===== src/rtl/t16_map.svh =====
// t16_map.svh: offsets, field positions, reset values and fixed counts of the 16-bit timer.
// assumes: included by the timer core and the testbench; definitions only.
// How it works
// - counter, compares, capture 16-bit; controls 8-bit
// - each request shown as flag, gated by mask
// - no tick source selected keeps counter idle
// - both compare values compared with counter continuously
// - compare match sets its match flag
// - capture edge copies counter into capture value unless capture is the limit
// - compare A as limit gives no PWM output
// - compare A limit is double buffered, except in mode 4
// - capture value may serve as fixed limit
// - minimum means counter equals zero
// - maximum means counter equals all ones
// - limit from fixed values, compare A, capture
// - one 8-bit high-byte holding register
// - holding register shared by all 16-bit registers
// - low write loads held high and low together
// - low read copies high byte into holding register
// - high read returns holding register
// - compare reads bypass holding register
// - holding byte kept between low writes
// - tick from prescaler or external count pin
// - force bits in control A, mode bit3 in B
// - counter write beats clear or count
// - filter changes after four equal samples
`ifndef T16_MAP_SVH
`define T16_MAP_SVH

// ************************************************************
// register byte offsets
// ************************************************************
`define T16_OFS_CTL_A     8'h00
`define T16_OFS_CTL_B     8'h04
`define T16_OFS_CNT_LO    8'h08
`define T16_OFS_CNT_HI    8'h0c
`define T16_OFS_CMPA_LO   8'h10
`define T16_OFS_CMPA_HI   8'h14
`define T16_OFS_CMPB_LO   8'h18
`define T16_OFS_CMPB_HI   8'h1c
`define T16_OFS_CAP_LO    8'h20
`define T16_OFS_CAP_HI    8'h24
`define T16_OFS_FLAGS     8'h28
`define T16_OFS_MASK      8'h2c

// ************************************************************
// field positions
// ************************************************************
`define T16_A_WAVE0       0
`define T16_A_WAVE1       1
`define T16_A_FORCE_B     2
`define T16_A_FORCE_A     3
`define T16_A_CAP_SRC     4
`define T16_B_TICK_LSB    0
`define T16_B_WAVE2       3
`define T16_B_WAVE3       4
`define T16_B_CAP_EDGE    6
`define T16_B_FILTER      7
`define T16_F_OVF         0
`define T16_F_MATCH_B     1
`define T16_F_MATCH_A     2
`define T16_F_CAPTURE     3

// ************************************************************
// reset values and fixed counts
// ************************************************************
`define T16_RST_BYTE      8'h00
`define T16_RST_WORD      16'h0000
`define T16_BOTTOM        16'h0000
`define T16_MAX           16'hffff
`define T16_TOP_8BIT      16'h00ff
`define T16_TOP_9BIT      16'h01ff
`define T16_TOP_10BIT     16'h03ff
`define T16_PRE_W         10
`define T16_FILTER_LEN    4
`define T16_RESP_OKAY     2'b00
`define T16_RESP_SLVERR   2'b10

`endif


===== src/rtl/t16_pkg.sv =====
// t16_pkg.sv: types shared by the 16-bit timer.
// assumes: nothing beyond the language.
package t16_pkg;
	typedef logic [15:0] t16_word_t;
	typedef logic [7:0]  t16_byte_t;

	typedef enum logic [2:0] {
		T16_TICK_NONE  = 3'b000,
		T16_TICK_DIV1  = 3'b001,
		T16_TICK_DIV8  = 3'b010,
		T16_TICK_DIV64 = 3'b011,
		T16_TICK_DIV256 = 3'b100,
		T16_TICK_DIV1K = 3'b101,
		T16_TICK_EXTF  = 3'b110,
		T16_TICK_EXTR  = 3'b111
	} t16_tick_e;

	typedef struct packed {
		logic [3:0] wave_mode;
		t16_tick_e  tick_source_select;
		logic       capture_edge_rise;
		logic       capture_filter_enable;
		logic       capture_from_comparator;
	} t16_ctl_s;
endpackage


===== src/rtl/t16_core.sv =====
// t16_core.sv: 16-bit timer/counter with byte access through a shared high-byte register.
// assumes: an AXI4-Lite master on clk; pins arrive asynchronously and are synchronised here.
`timescale 1ns/1ps
`include "t16_map.svh"

module t16_core import t16_pkg::*; #(
	parameter int PRE_W = `T16_PRE_W
) (
	input  wire logic        clk,
	input  wire logic        rst,
	input  wire logic [7:0]  awaddr,
	input  wire logic        awvalid,
	output      logic        awready,
	input  wire logic [31:0] wdata,
	input  wire logic [3:0]  wstrb,
	input  wire logic        wvalid,
	output      logic        wready,
	output      logic [1:0]  bresp,
	output      logic        bvalid,
	input  wire logic        bready,
	input  wire logic [7:0]  araddr,
	input  wire logic        arvalid,
	output      logic        arready,
	output      logic [31:0] rdata,
	output      logic [1:0]  rresp,
	output      logic        rvalid,
	input  wire logic        rready,
	input  wire logic        external_count_pin,
	input  wire logic        capture_input_pin,
	input  wire logic        comparator_output,
	output      logic        compare_output_a,
	output      logic        compare_output_b,
	output      logic [3:0]  irq_request
);
	// ************************************************************
	// state
	// ************************************************************
	t16_byte_t  timer_control_a;
	t16_byte_t  timer_control_b;
	t16_byte_t  timer_irq_flags;
	t16_byte_t  timer_irq_mask;
	t16_byte_t  hold;
	t16_word_t  counter_value;
	t16_word_t  compare_value_a;
	t16_word_t  compare_value_b;
	t16_word_t  cmp_buf_a;
	t16_word_t  cmp_buf_b;
	t16_word_t  capture_value;
	logic [PRE_W-1:0] pre;
	logic [2:0] sync1;
	logic [2:0] sync2;
	logic [2:0] sync3;
	logic [2:0] pin_ok;
	logic [`T16_FILTER_LEN-1:0] fsh;
	logic       filt;
	logic       cap_in_q;
	logic       ext_q;
	logic       tick_q;
	t16_ctl_s   ctl;

	// ************************************************************
	// bus decode
	// ************************************************************
	wire        wr_go   = awready & awvalid & wready & wvalid;
	wire        rd_go   = arready & arvalid;
	wire        wr_en   = wr_go & wstrb[0];
	wire [7:0]  wb      = wdata[7:0];
	wire        wr_ctla = wr_en & (awaddr == `T16_OFS_CTL_A);
	wire        wr_ctlb = wr_en & (awaddr == `T16_OFS_CTL_B);
	wire        wr_cnt  = wr_en & (awaddr == `T16_OFS_CNT_LO);
	wire        wr_cmpa = wr_en & (awaddr == `T16_OFS_CMPA_LO);
	wire        wr_cmpb = wr_en & (awaddr == `T16_OFS_CMPB_LO);
	wire        wr_cap  = wr_en & (awaddr == `T16_OFS_CAP_LO);
	wire        wr_flg  = wr_en & (awaddr == `T16_OFS_FLAGS);
	wire        wr_msk  = wr_en & (awaddr == `T16_OFS_MASK);
	wire        wr_hi   = wr_en & ((awaddr == `T16_OFS_CNT_HI) | (awaddr == `T16_OFS_CMPA_HI) |
				(awaddr == `T16_OFS_CMPB_HI) | (awaddr == `T16_OFS_CAP_HI));
	wire        rd_cnt  = rd_go & (araddr == `T16_OFS_CNT_LO);
	wire        rd_cap  = rd_go & (araddr == `T16_OFS_CAP_LO);
	wire        aw_map  = (awaddr[1:0] == 2'b00) & (awaddr <= `T16_OFS_MASK);
	wire        ar_map  = (araddr[1:0] == 2'b00) & (araddr <= `T16_OFS_MASK);
	wire [15:0] wr_word = {hold, wb};

	// ************************************************************
	// mode and limit
	// ************************************************************
	// force bits in A, mode bit3 in B
	assign ctl.wave_mode = {timer_control_b[`T16_B_WAVE3], timer_control_b[`T16_B_WAVE2],
				timer_control_a[`T16_A_WAVE1], timer_control_a[`T16_A_WAVE0]};
	assign ctl.tick_source_select = t16_tick_e'(timer_control_b[2:0]);
	assign ctl.capture_edge_rise = timer_control_b[`T16_B_CAP_EDGE];
	assign ctl.capture_filter_enable = timer_control_b[`T16_B_FILTER];
	assign ctl.capture_from_comparator = timer_control_a[`T16_A_CAP_SRC];

	wire [3:0] wm = ctl.wave_mode;
	wire top_is_a = (wm == 4'h4) | (wm == 4'h9) | (wm == 4'hb) | (wm == 4'hf);
	wire top_is_cap = (wm == 4'h8) | (wm == 4'ha) | (wm == 4'hc) | (wm == 4'he);
	wire pwm_mode = ~((wm == 4'h0) | (wm == 4'h4) | (wm == 4'hc));
	wire [15:0] top = top_is_a ? compare_value_a :
			top_is_cap ? capture_value :
			(wm[1:0] == 2'h1) ? `T16_TOP_8BIT :
			(wm[1:0] == 2'h2) ? `T16_TOP_9BIT :
			(wm[1:0] == 2'h3) ? `T16_TOP_10BIT : `T16_MAX;
	wire at_top = (counter_value == top);
	wire at_bottom = (counter_value == `T16_BOTTOM);
	wire at_max = (counter_value == `T16_MAX);

	// ************************************************************
	// pin synchronisers and tick
	// ************************************************************
	wire [2:0] pins = {comparator_output, capture_input_pin, external_count_pin};
	// a change is believed only once the last two stages agree
	wire [2:0] next_pin_ok = (sync2 & sync3) | (pin_ok & (sync2 | sync3));
	wire ext_rise = pin_ok[0] & ~ext_q;
	wire ext_fall = ~pin_ok[0] & ext_q;
	wire [PRE_W-1:0] ones = {PRE_W{1'b1}};
	wire tick = (ctl.tick_source_select == T16_TICK_DIV1) |
		((ctl.tick_source_select == T16_TICK_DIV8) & (pre[2:0] == ones[2:0])) |
		((ctl.tick_source_select == T16_TICK_DIV64) & (pre[5:0] == ones[5:0])) |
		((ctl.tick_source_select == T16_TICK_DIV256) & (pre[7:0] == ones[7:0])) |
		((ctl.tick_source_select == T16_TICK_DIV1K) & (pre == ones)) |
		((ctl.tick_source_select == T16_TICK_EXTF) & ext_fall) |
		((ctl.tick_source_select == T16_TICK_EXTR) & ext_rise);
	wire upd = tick & at_top & ~wr_cnt;

	always_ff @(posedge clk or posedge rst) begin
		if (rst) begin
			sync1  <= 3'h0;
			sync2  <= 3'h0;
			sync3  <= 3'h0;
			pin_ok <= 3'h0;
			ext_q  <= 1'b0;
			pre    <= '0;
			tick_q <= 1'b0;
		end else begin
			sync1  <= pins;
			sync2  <= sync1;
			sync3  <= sync2;
			pin_ok <= next_pin_ok;
			ext_q  <= pin_ok[0];
			pre    <= pre + 1'b1;
			tick_q <= tick & ~wr_cnt;
		end
	end

	// ************************************************************
	// counter
	// ************************************************************
	always_ff @(posedge clk or posedge rst) begin
		if (rst) begin
			counter_value <= `T16_RST_WORD;
		end else if (wr_cnt) begin
			counter_value <= wr_word;
		end else if (tick) begin
			counter_value <= at_top ? `T16_BOTTOM : counter_value + 16'h0001;
		end
	end

	// ************************************************************
	// compare units
	// ************************************************************
	// continuous equality
	wire match_a = (counter_value == compare_value_a);
	wire match_b = (counter_value == compare_value_b);
	wire evt_a   = match_a & tick_q;
	wire evt_b   = match_b & tick_q;
	wire force_a = wr_ctla & wb[`T16_A_FORCE_A] & ~pwm_mode;
	wire force_b = wr_ctla & wb[`T16_A_FORCE_B] & ~pwm_mode;
	wire pwm_set = pwm_mode & tick_q & at_bottom;

	always_ff @(posedge clk or posedge rst) begin
		if (rst) begin
			cmp_buf_a       <= `T16_RST_WORD;
			cmp_buf_b       <= `T16_RST_WORD;
			compare_value_a <= `T16_RST_WORD;
			compare_value_b <= `T16_RST_WORD;
		end else begin
			if (wr_cmpa)
				cmp_buf_a <= wr_word;
			if (wr_cmpb)
				cmp_buf_b <= wr_word;
			// buffered limit loads at the top
			if (wr_cmpa & ~pwm_mode)
				compare_value_a <= wr_word;
			else if (pwm_mode & upd)
				compare_value_a <= cmp_buf_a;
			if (wr_cmpb & ~pwm_mode)
				compare_value_b <= wr_word;
			else if (pwm_mode & upd)
				compare_value_b <= cmp_buf_b;
		end
	end

	always_ff @(posedge clk or posedge rst) begin
		if (rst) begin
			compare_output_a <= 1'b0;
			compare_output_b <= 1'b0;
		end else begin
			// no PWM on A when A is the limit
			if (pwm_mode & top_is_a)
				compare_output_a <= 1'b0;
			else if (pwm_mode)
				compare_output_a <= evt_a ? 1'b0 : (pwm_set | compare_output_a);
			else if (evt_a | force_a)
				compare_output_a <= ~compare_output_a;
			if (pwm_mode)
				compare_output_b <= evt_b ? 1'b0 : (pwm_set | compare_output_b);
			else if (evt_b | force_b)
				compare_output_b <= ~compare_output_b;
		end
	end

	// ************************************************************
	// capture unit
	// ************************************************************
	wire cap_raw  = ctl.capture_from_comparator ? pin_ok[2] : pin_ok[1];
	wire fsh_same = (fsh == {`T16_FILTER_LEN{1'b1}}) | (fsh == {`T16_FILTER_LEN{1'b0}});
	wire cap_in   = ctl.capture_filter_enable ? filt : cap_raw;
	wire cap_evt  = ~top_is_cap & (ctl.capture_edge_rise ? (cap_in & ~cap_in_q) :
			(~cap_in & cap_in_q));

	always_ff @(posedge clk or posedge rst) begin
		if (rst) begin
			fsh           <= '0;
			filt          <= 1'b0;
			cap_in_q      <= 1'b0;
			capture_value <= `T16_RST_WORD;
		end else begin
			fsh      <= {fsh[`T16_FILTER_LEN-2:0], cap_raw};
			filt     <= fsh_same ? fsh[0] : filt;
			cap_in_q <= cap_in;
			if (cap_evt)
				capture_value <= counter_value;
			else if (wr_cap & top_is_cap)
				capture_value <= wr_word;
		end
	end

	// ************************************************************
	// holding register, flags, controls
	// ************************************************************
	// request flags; a hardware set wins over a clear
	wire [3:0] flg_set = {cap_evt, evt_a, evt_b, upd & (at_max | pwm_mode | top_is_a | top_is_cap)};
	wire [3:0] flg_clr = wr_flg ? wb[3:0] : 4'h0;

	always_ff @(posedge clk or posedge rst) begin
		if (rst) begin
			hold            <= `T16_RST_BYTE;
			timer_control_a <= `T16_RST_BYTE;
			timer_control_b <= `T16_RST_BYTE;
			timer_irq_flags <= `T16_RST_BYTE;
			timer_irq_mask  <= `T16_RST_BYTE;
			irq_request     <= 4'h0;
		end else begin
			// single holding byte; kept across low writes
			if (wr_hi)
				hold <= wb;
			else if (rd_cnt)
				hold <= counter_value[15:8];
			else if (rd_cap)
				hold <= capture_value[15:8];
			// plain 8-bit controls, force bits not stored
			if (wr_ctla)
				timer_control_a <= wb & 8'h13;
			if (wr_ctlb)
				timer_control_b <= wb & 8'hdf;
			timer_irq_flags <= {4'h0, (timer_irq_flags[3:0] & ~flg_clr) | flg_set};
			if (wr_msk)
				timer_irq_mask <= {4'h0, wb[3:0]};
			irq_request <= timer_irq_flags[3:0] & timer_irq_mask[3:0];
		end
	end

	// ************************************************************
	// AXI4-Lite slave
	// ************************************************************
	logic [7:0] rd_byte;
	always_comb begin
		case (araddr)
			`T16_OFS_CTL_A:   rd_byte = timer_control_a;
			`T16_OFS_CTL_B:   rd_byte = timer_control_b;
			`T16_OFS_CNT_LO:  rd_byte = counter_value[7:0];
			`T16_OFS_CAP_LO:  rd_byte = capture_value[7:0];
			`T16_OFS_CMPA_LO: rd_byte = cmp_buf_a[7:0];
			`T16_OFS_CMPA_HI: rd_byte = cmp_buf_a[15:8];
			`T16_OFS_CMPB_LO: rd_byte = cmp_buf_b[7:0];
			`T16_OFS_CMPB_HI: rd_byte = cmp_buf_b[15:8];
			`T16_OFS_CNT_HI:  rd_byte = hold;
			`T16_OFS_CAP_HI:  rd_byte = hold;
			`T16_OFS_FLAGS:   rd_byte = timer_irq_flags;
			`T16_OFS_MASK:    rd_byte = timer_irq_mask;
			default:          rd_byte = 8'h00;
		endcase
	end

	// address and data are only taken together, so neither can run ahead
	wire aw_take = awvalid & wvalid & ~awready & ~bvalid;
	wire ar_take = arvalid & ~arready & ~rvalid;

	always_ff @(posedge clk or posedge rst) begin
		if (rst) begin
			awready <= 1'b0;
			wready  <= 1'b0;
			bvalid  <= 1'b0;
			bresp   <= `T16_RESP_OKAY;
			arready <= 1'b0;
			rvalid  <= 1'b0;
			rdata   <= 32'h0000_0000;
			rresp   <= `T16_RESP_OKAY;
		end else begin
			awready <= aw_take;
			wready  <= aw_take;
			if (wr_go) begin
				bvalid <= 1'b1;
				bresp  <= aw_map ? `T16_RESP_OKAY : `T16_RESP_SLVERR;
			end else if (bready) begin
				bvalid <= 1'b0;
			end
			arready <= ar_take;
			if (rd_go) begin
				rvalid <= 1'b1;
				rdata  <= {24'h00_0000, rd_byte};
				rresp  <= ar_map ? `T16_RESP_OKAY : `T16_RESP_SLVERR;
			end else if (rready) begin
				rvalid <= 1'b0;
			end
		end
	end

	// ************************************************************
	// assertions
	// ************************************************************
	t16_word_t last_wr;
	always_ff @(posedge clk or posedge rst) begin
		if (rst)
			last_wr <= `T16_RST_WORD;
		else
			last_wr <= wr_word;
	end
endmodule


===== config.mk =====
export PLATFORM = sky130hd
export DESIGN_NAME = t16_core
export DESIGN_NICKNAME = d
export VERILOG_FILES = /design/src/rtl/t16_pkg.sv /design/src/rtl/t16_core.sv
export VERILOG_INCLUDE_DIRS = /design/src /design/src/rtl
export SDC_FILE = /design/constraint.sdc
export NUM_CORES = 1
export LEC_CHECK = 0
export BUFFER_PORTS_ARGS = -buffer_cell sky130_fd_sc_hd__clkbuf_2
export CORE_MARGIN = 2
export CORE_UTILIZATION = 44
export CTS_CLUSTER_SIZE = 20
export DETAILED_ROUTE_END_ITERATION = 10
export GPL_TIMING_DRIVEN = 0
export PLACE_DENSITY = 0.7
export SYNTH_ARGS = -nofsm -noshare
export SYNTH_HDL_FRONTEND = slang
export SYNTH_SLANG_ARGS = --single-unit

===== constraint.sdc =====
create_clock -name clk -period 7.2 [get_ports clk]
set_input_delay 0.72 -clock clk [delete_from_list [all_inputs] [get_ports clk]]
set_output_delay 0.72 -clock clk [all_outputs]
set_load 0.05 [all_outputs]

* Word-level counts from Yosys, hierarchy flattened *
Cells that the tools add are included.

word-level totals
  output and inout port bits = 47
  register bits after elaboration = 174
  bits of input ports = 62
  logic and storage cells = 233

operators by class
  bitwise operators = 97
  reductions and logical operators = 15
  magnitude comparators = 2
  multiplexer cells = 35
  add/subtract/negate cells = 2
  equality and inequality tests = 51

operator list
  kind                                                  count
  two-way mux 16 bit                                    14
  one-hot mux 8 bit (11 select lines)                   1
  == test 8 x 5 -> 1 bit (second input constant)        8
  == test 8 x 6 -> 1 bit (second input constant)        8
  bitwise AND 1 bit                                     51
  == test 16 bit                                        3
  == test 4 bit (second input constant)                 8
  == test 8 x 4 -> 1 bit (second input constant)        4
  OR 1 bit                                              25
  two-way mux 8 bit                                     3
  adder 16 x 1 -> 16 bit (second input constant)        1
  == test 16 bit (second input constant)                1
  == test 8 x 3 -> 1 bit (second input constant)        2
  <= comparator 8 x 6 -> 1 bit (second input constant)  2
  zero test 16 bit                                      1
  zero test 8 bit                                       2
  == test 3 bit (second input constant)                 5
  two-way mux 1 bit                                     14
  inverter 1 bit                                        13
  nonzero test 2 bit                                    6
  adder 10 x 1 -> 10 bit (second input constant)        1
  == test 10 bit (second input constant)                1
  bitwise AND 4 bit                                     2
  == test 8 bit (second input constant)                 1
  other kinds (18)                                      25

* Depth between registers and ports, before layout *
  depth in word-level cells = 13
  mapped depth = 12

* Worst setup path before layout *
OpenSTA, ideal clock, no wires.

  path kind = reg2reg
  start point = register timer_control_a[0]
  end point = register compare_value_a[0]
  period minus slack after synthesis = 2.953 ns
  buffers on the path = 1
  data required time = 7.074 ns
  stages on the path, launching flop included = 12
  setup slack = 4.247 ns
  data arrival time = 2.827 ns
  cell sequence = dfrtp_1 > inv_1 > ha_1 > o21ai_2 > mux2i_1 > nor2_1 > or4_4 > a221oi_4 > and4_4 > a21oi_2 > buf_6 > a221o_1

on the way
  longest elaborated chain between the ends = 11
  elaborated cells on any way between the ends = 33
  those cells by class = 12 x eq/ne; 6 x mux; 13 x bitwise; 2 x reduce/logical

RTL lines
  item                                                         line                             source
  start: declaration                                           t16_core.sv:38                   t16_byte_t timer_control_a;
  start signal: assignment                                     t16_core.sv:249                  timer_control_a <= `T16_RST_BYTE;
  start signal: assignment                                     t16_core.sv:264                  timer_control_a <= wb & 8'h13;
  == test 4 bit or == test 2 bit (tied branches)               t16_core.sv:97, t16_core.sv:103
  OR 1 bit or two-way mux 16 bit (tied branches) (3 in a row)  -
  two-way mux 16 bit (no source line) (2 in a row)             -
  == test 16 bit                                               t16_core.sv:104                  wire at_top = (counter_value == top);
  bitwise AND 1 bit (2 in a row)                               t16_core.sv:124                  wire upd = tick & at_top & ~wr_cnt;
  bitwise AND 1 bit                                            t16_core.sv:185                  else if (pwm_mode & upd)
  nonzero test 2 bit (no source line)                          -
  end signal: assignment                                       t16_core.sv:175                  compare_value_a <= `T16_RST_WORD;
  end signal: assignment                                       t16_core.sv:184                  compare_value_a <= wr_word;
  end signal: assignment                                       t16_core.sv:186                  compare_value_a <= cmp_buf_a;
  end: declaration                                             t16_core.sv:44                   t16_word_t compare_value_a;

Parallel ways exist; a longest one is shown, timed or not.
A chain may end at the register's enable or synchronous reset.

* Final worst setup path *
  start point = register timer_control_a[1]
  end point = register compare_value_b[2]

on the way
  longest elaborated chain between the ends = 11
  elaborated cells on any way between the ends = 33
  those cells by class = 12 x eq/ne; 6 x mux; 13 x bitwise; 2 x reduce/logical

RTL lines
  item                                                         line                             source
  == test 4 bit or == test 2 bit (tied branches)               t16_core.sv:97, t16_core.sv:103
  OR 1 bit or two-way mux 16 bit (tied branches) (3 in a row)  -
  two-way mux 16 bit (no source line) (2 in a row)             -
  == test 16 bit                                               t16_core.sv:104
  bitwise AND 1 bit (2 in a row)                               t16_core.sv:124
  bitwise AND 1 bit                                            t16_core.sv:189                  else if (pwm_mode & upd)
  nonzero test 2 bit (no source line)                          -
  end signal: assignment                                       t16_core.sv:176                  compare_value_b <= `T16_RST_WORD;
  end signal: assignment                                       t16_core.sv:188                  compare_value_b <= wr_word;
  end signal: assignment                                       t16_core.sv:190                  compare_value_b <= cmp_buf_b;
  end: declaration                                             t16_core.sv:45                   t16_word_t compare_value_b;

Parallel ways exist; a longest one is shown, timed or not.

==> flow_metrics.env <==
export IMPL_period_share=0.504
export IMPL_post_route_min_period_ps=3630
export IMPL_firstDrtPassIters=6
export IMPL_synth_area_top_cells="dfrtp_1 (45%), mux2_2 (5.7%), nand2_1 (3.8%)"
export IMPL_num_fill_cells=1954
export IMPL_synth_edf_count=0
export IMPL_multi_input_area_um2=4700
export IMPL_synth_seq_cells=172
export IMPL_ys_async_sr_fraction=1.00
export IMPL_cts_clk_slew_worst_paths_ps=70
export IMPL_slew_viol_final=0
export IMPL_crit_family="simple AND/OR/NAND/NOR gates"
export IMPL_post_cts_resized=0
export IMPL_synth_top_family_by_area="simple AND/OR/NAND/NOR gates"
export IMPL_clock_skew_ps=8.54
export IMPL_wirelength_mm=30.6
export IMPL_status="completed"
export IMPL_cts_path_max_buffers=2
export IMPL_ant_nets=0
export IMPL_ys_dominant_reg_cell="dfrtp_1"
export IMPL_vias=8449
export IMPL_start_util=0.449
export IMPL_wl_per_cell_um=22.4
export IMPL_r2r_cells=11
export IMPL_path_max_fanout=10
export IMPL_seqCellArea_um2=4300
export IMPL_cts_sinks=172
export IMPL_fin_util=0.512
export IMPL_worstPathRequired_ps=7570
export IMPL_finalPower_mw=2.36
export IMPL_layout_nets=1149
export IMPL_postCtsSetupBuffers=0
export IMPL_synth_compound_area_frac=0.163
export IMPL_drc=0
export IMPL_core_um2=21100
export IMPL_synth_largest_area_cell="dfrtp_1"
export IMPL_antenna_found_initial=0
export IMPL_fmax_mhz=276
export IMPL_synthTopCellsByCount="dfrtp_1 (172), nand2_1 (95), nor2_1 (64)"
export IMPL_cp_slowest_cell="dfrtp_1"
export IMPL_criticalPathCategory="reg2reg"
export IMPL_layout_drive_gt1_share=0.179
export IMPL_synth_simple_area_share=0.195
export IMPL_area_growth_syn_to_layout_pct=14.0
export IMPL_vdd_drop_max_mv=0.188
export IMPL_numCtsBuffers=17
export IMPL_end_kind="register"
export IMPL_synth_cell_types=72
export IMPL_setup_viol=0
export IMPL_grt_pass1_vias=7822
export IMPL_antennaDiodeCount=0
export IMPL_postCtsHoldBufs=0
export IMPL_seq_area_frac_synth=0.455
export IMPL_syn_area_per_cell_um2=9.64
export IMPL_clock_latency_ps=440
export IMPL_cts_max_level=4
export IMPL_worstPathArrival_ps=4000
export IMPL_cts_root_buffer="clkbuf_16"
export IMPL_startpoint_type="register"
export IMPL_synth_most_common_cell="dfrtp_1"
export IMPL_worst_pin_slew_ps=1100
export IMPL_viasPerCell=6.19
export IMPL_cp_depth=11
export IMPL_max_stage_delay_ps=480
export IMPL_groute_usage_overall=0.281
export IMPL_synthAdderAreaFrac=0.0151
export IMPL_synth_mux_area_frac=0.0836
export IMPL_fp_dieW_um=151
export IMPL_num_io_pins=109
export IMPL_hold_path_class="in2async"
export IMPL_crit_chain="inv_1, ha_1, nor2b_2, nor2_1, o311ai_0, o2111ai_1, a2111oi_2, and4_4, clkbuf_1, and3_1, a221o_1"
export IMPL_relSlewSlack=0.262
export IMPL_syn_cell_area_um2=9460
export IMPL_dp_hpwl_mm=22.0
export IMPL_numPortBuffers=51
export IMPL_yosysTopAreaCellShare=0.455
export IMPL_grt_setup_unrepaired="no"
export IMPL_drtIter0Drc=1209
export IMPL_grt_pass1_wl_mm=47.2
export IMPL_grt_overflow=0
export IMPL_p_leak_nw=4.91
export IMPL_place_congestion=0.979
export IMPL_synthCells=982
export IMPL_hold_violations=0
export IMPL_cp_num_buf_inv=2
export IMPL_cts_tree="done"
export IMPL_synth_xor_area_frac=0.0296
export IMPL_yosys_warnings=0
export IMPL_p_per_area_nw_per_um2=219
export IMPL_dieArea_um2=22700
export IMPL_die_h_um=151
export IMPL_fp_row_count=53
export IMPL_drv_cap=0
export IMPL_grt_max_degree=98
cells in the final DEF, fill, tap and decap left out, types with 10 or more instances in the layout:
cell / n
dfrtp_1: 172
nand2_1: 95
nor2_1: 64
clkbuf_2: 51
o21ai_0: 48
mux2_2: 48
clkbuf_1: 47
nand3_1: 43
a21oi_1: 42
and3_1: 39
a221o_1: 33
buf_4: 28
conb_1: 26
inv_1: 25
mux2i_1: 25
nor4_1: 23
a22oi_1: 22
and2_1: 20
xnor2_1: 18
nor3_1: 17
clkbuf_16: 17
nand4_1: 16
xor2_1: 14
buf_2: 10
nand2b_1: 10
o211ai_1: 10
final cells by class:
type	instances	share of cell area
multi-input cells	721	0.436
flip-flops and latches	172	0.399
plain buffers	88	0.0422
clock buffers	18	0.0407
well taps	275	0.0319
repair buffers	52	0.0262
clock inverters	14	0.0145
inverters	26	0.00974
state kept, by name, summed over array words and instances, names as in the netlist, 7 cells and up:
| name | count |
|---|---|
| capture_value | 16 |
| cmp_buf_a | 16 |
| cmp_buf_b | 16 |
| compare_value_a | 16 |
| compare_value_b | 16 |
| counter_value | 16 |
| hold | 8 |
| pre | 10 |
| rdata | 8 |
| timer_control_b | 7 |
worst register-to-register path: cells and delay by family (launching register included):
kind / cells / cell delay [ps]
flip-flops: 1 / 480
AO/OA/AOI/OAI: 4 / 1080
adder cells (fa/ha/maj): 1 / 250
AND/OR/NAND/NOR: 4 / 1140
buffers and inverters: 2 / 630
metal layers:
layer  wire length, um  GRT usage
met1             12000      0.385
met3              3300     0.0521
met4              1660      0.143
met5                 0          0
met2             13600      0.428
metrics by stage:
step | TNS [ps] | worst slack (ps) | cells | hold WS (ps) | cell area (um2)
final | 0 | 3570 | 1366 | 332 | 10800
after global routing | 0 | 3430 | 1366 | 360 | 10800
after global placement | -5890 | -51.4 | 1333 | 334 | 10200
after CTS | 0 | 3680 | 1366 | 352 | 10800
after floorplan | 0 | 1820 | 1007 | 331 | 9560
after detailed placement | 0 | 3690 | 1334 | 336 | 10200
report_power, final:
part           switching (mW)  internal [mW]
combinational           0.255          0.140
sequential             0.0428          0.999
clock                   0.422          0.500
cell families after synthesis:
kind of cell | count (synthesis)
XOR/XNOR | 32
other | 1
AND/OR/NAND/NOR | 362
AO/OA/AOI/OAI | 216
adder cells (fa/ha/maj) | 12
buffers and inverters | 114
flip-flops | 172
multiplexers | 73
final timing paths:
| path | startpoint | endpoint | slack [ps] |
|---|---|---|---|
| worst min-delay path | rst | pre[9]$_DFF_PP0_ | 330 |
| worst min register to register | sync1[1]$_DFF_PP0_ | sync2[1]$_DFF_PP0_ | 350 |
| max in group asynchronous | rst | counter_value[14]$_DFFE_PP0P_ | 5960 |
| worst max register to register | timer_control_a[1]$_DFFE_PP0P_ | compare_value_b[2]$_DFFE_PP0P_ | 3570 |
| worst max-delay path | timer_control_a[1]$_DFFE_PP0P_ | compare_value_b[2]$_DFFE_PP0P_ | 3570 |
| min in group clk | sync1[1]$_DFF_PP0_ | sync2[1]$_DFF_PP0_ | 350 |
Note: power is estimated with default switching activity, not from simulation.
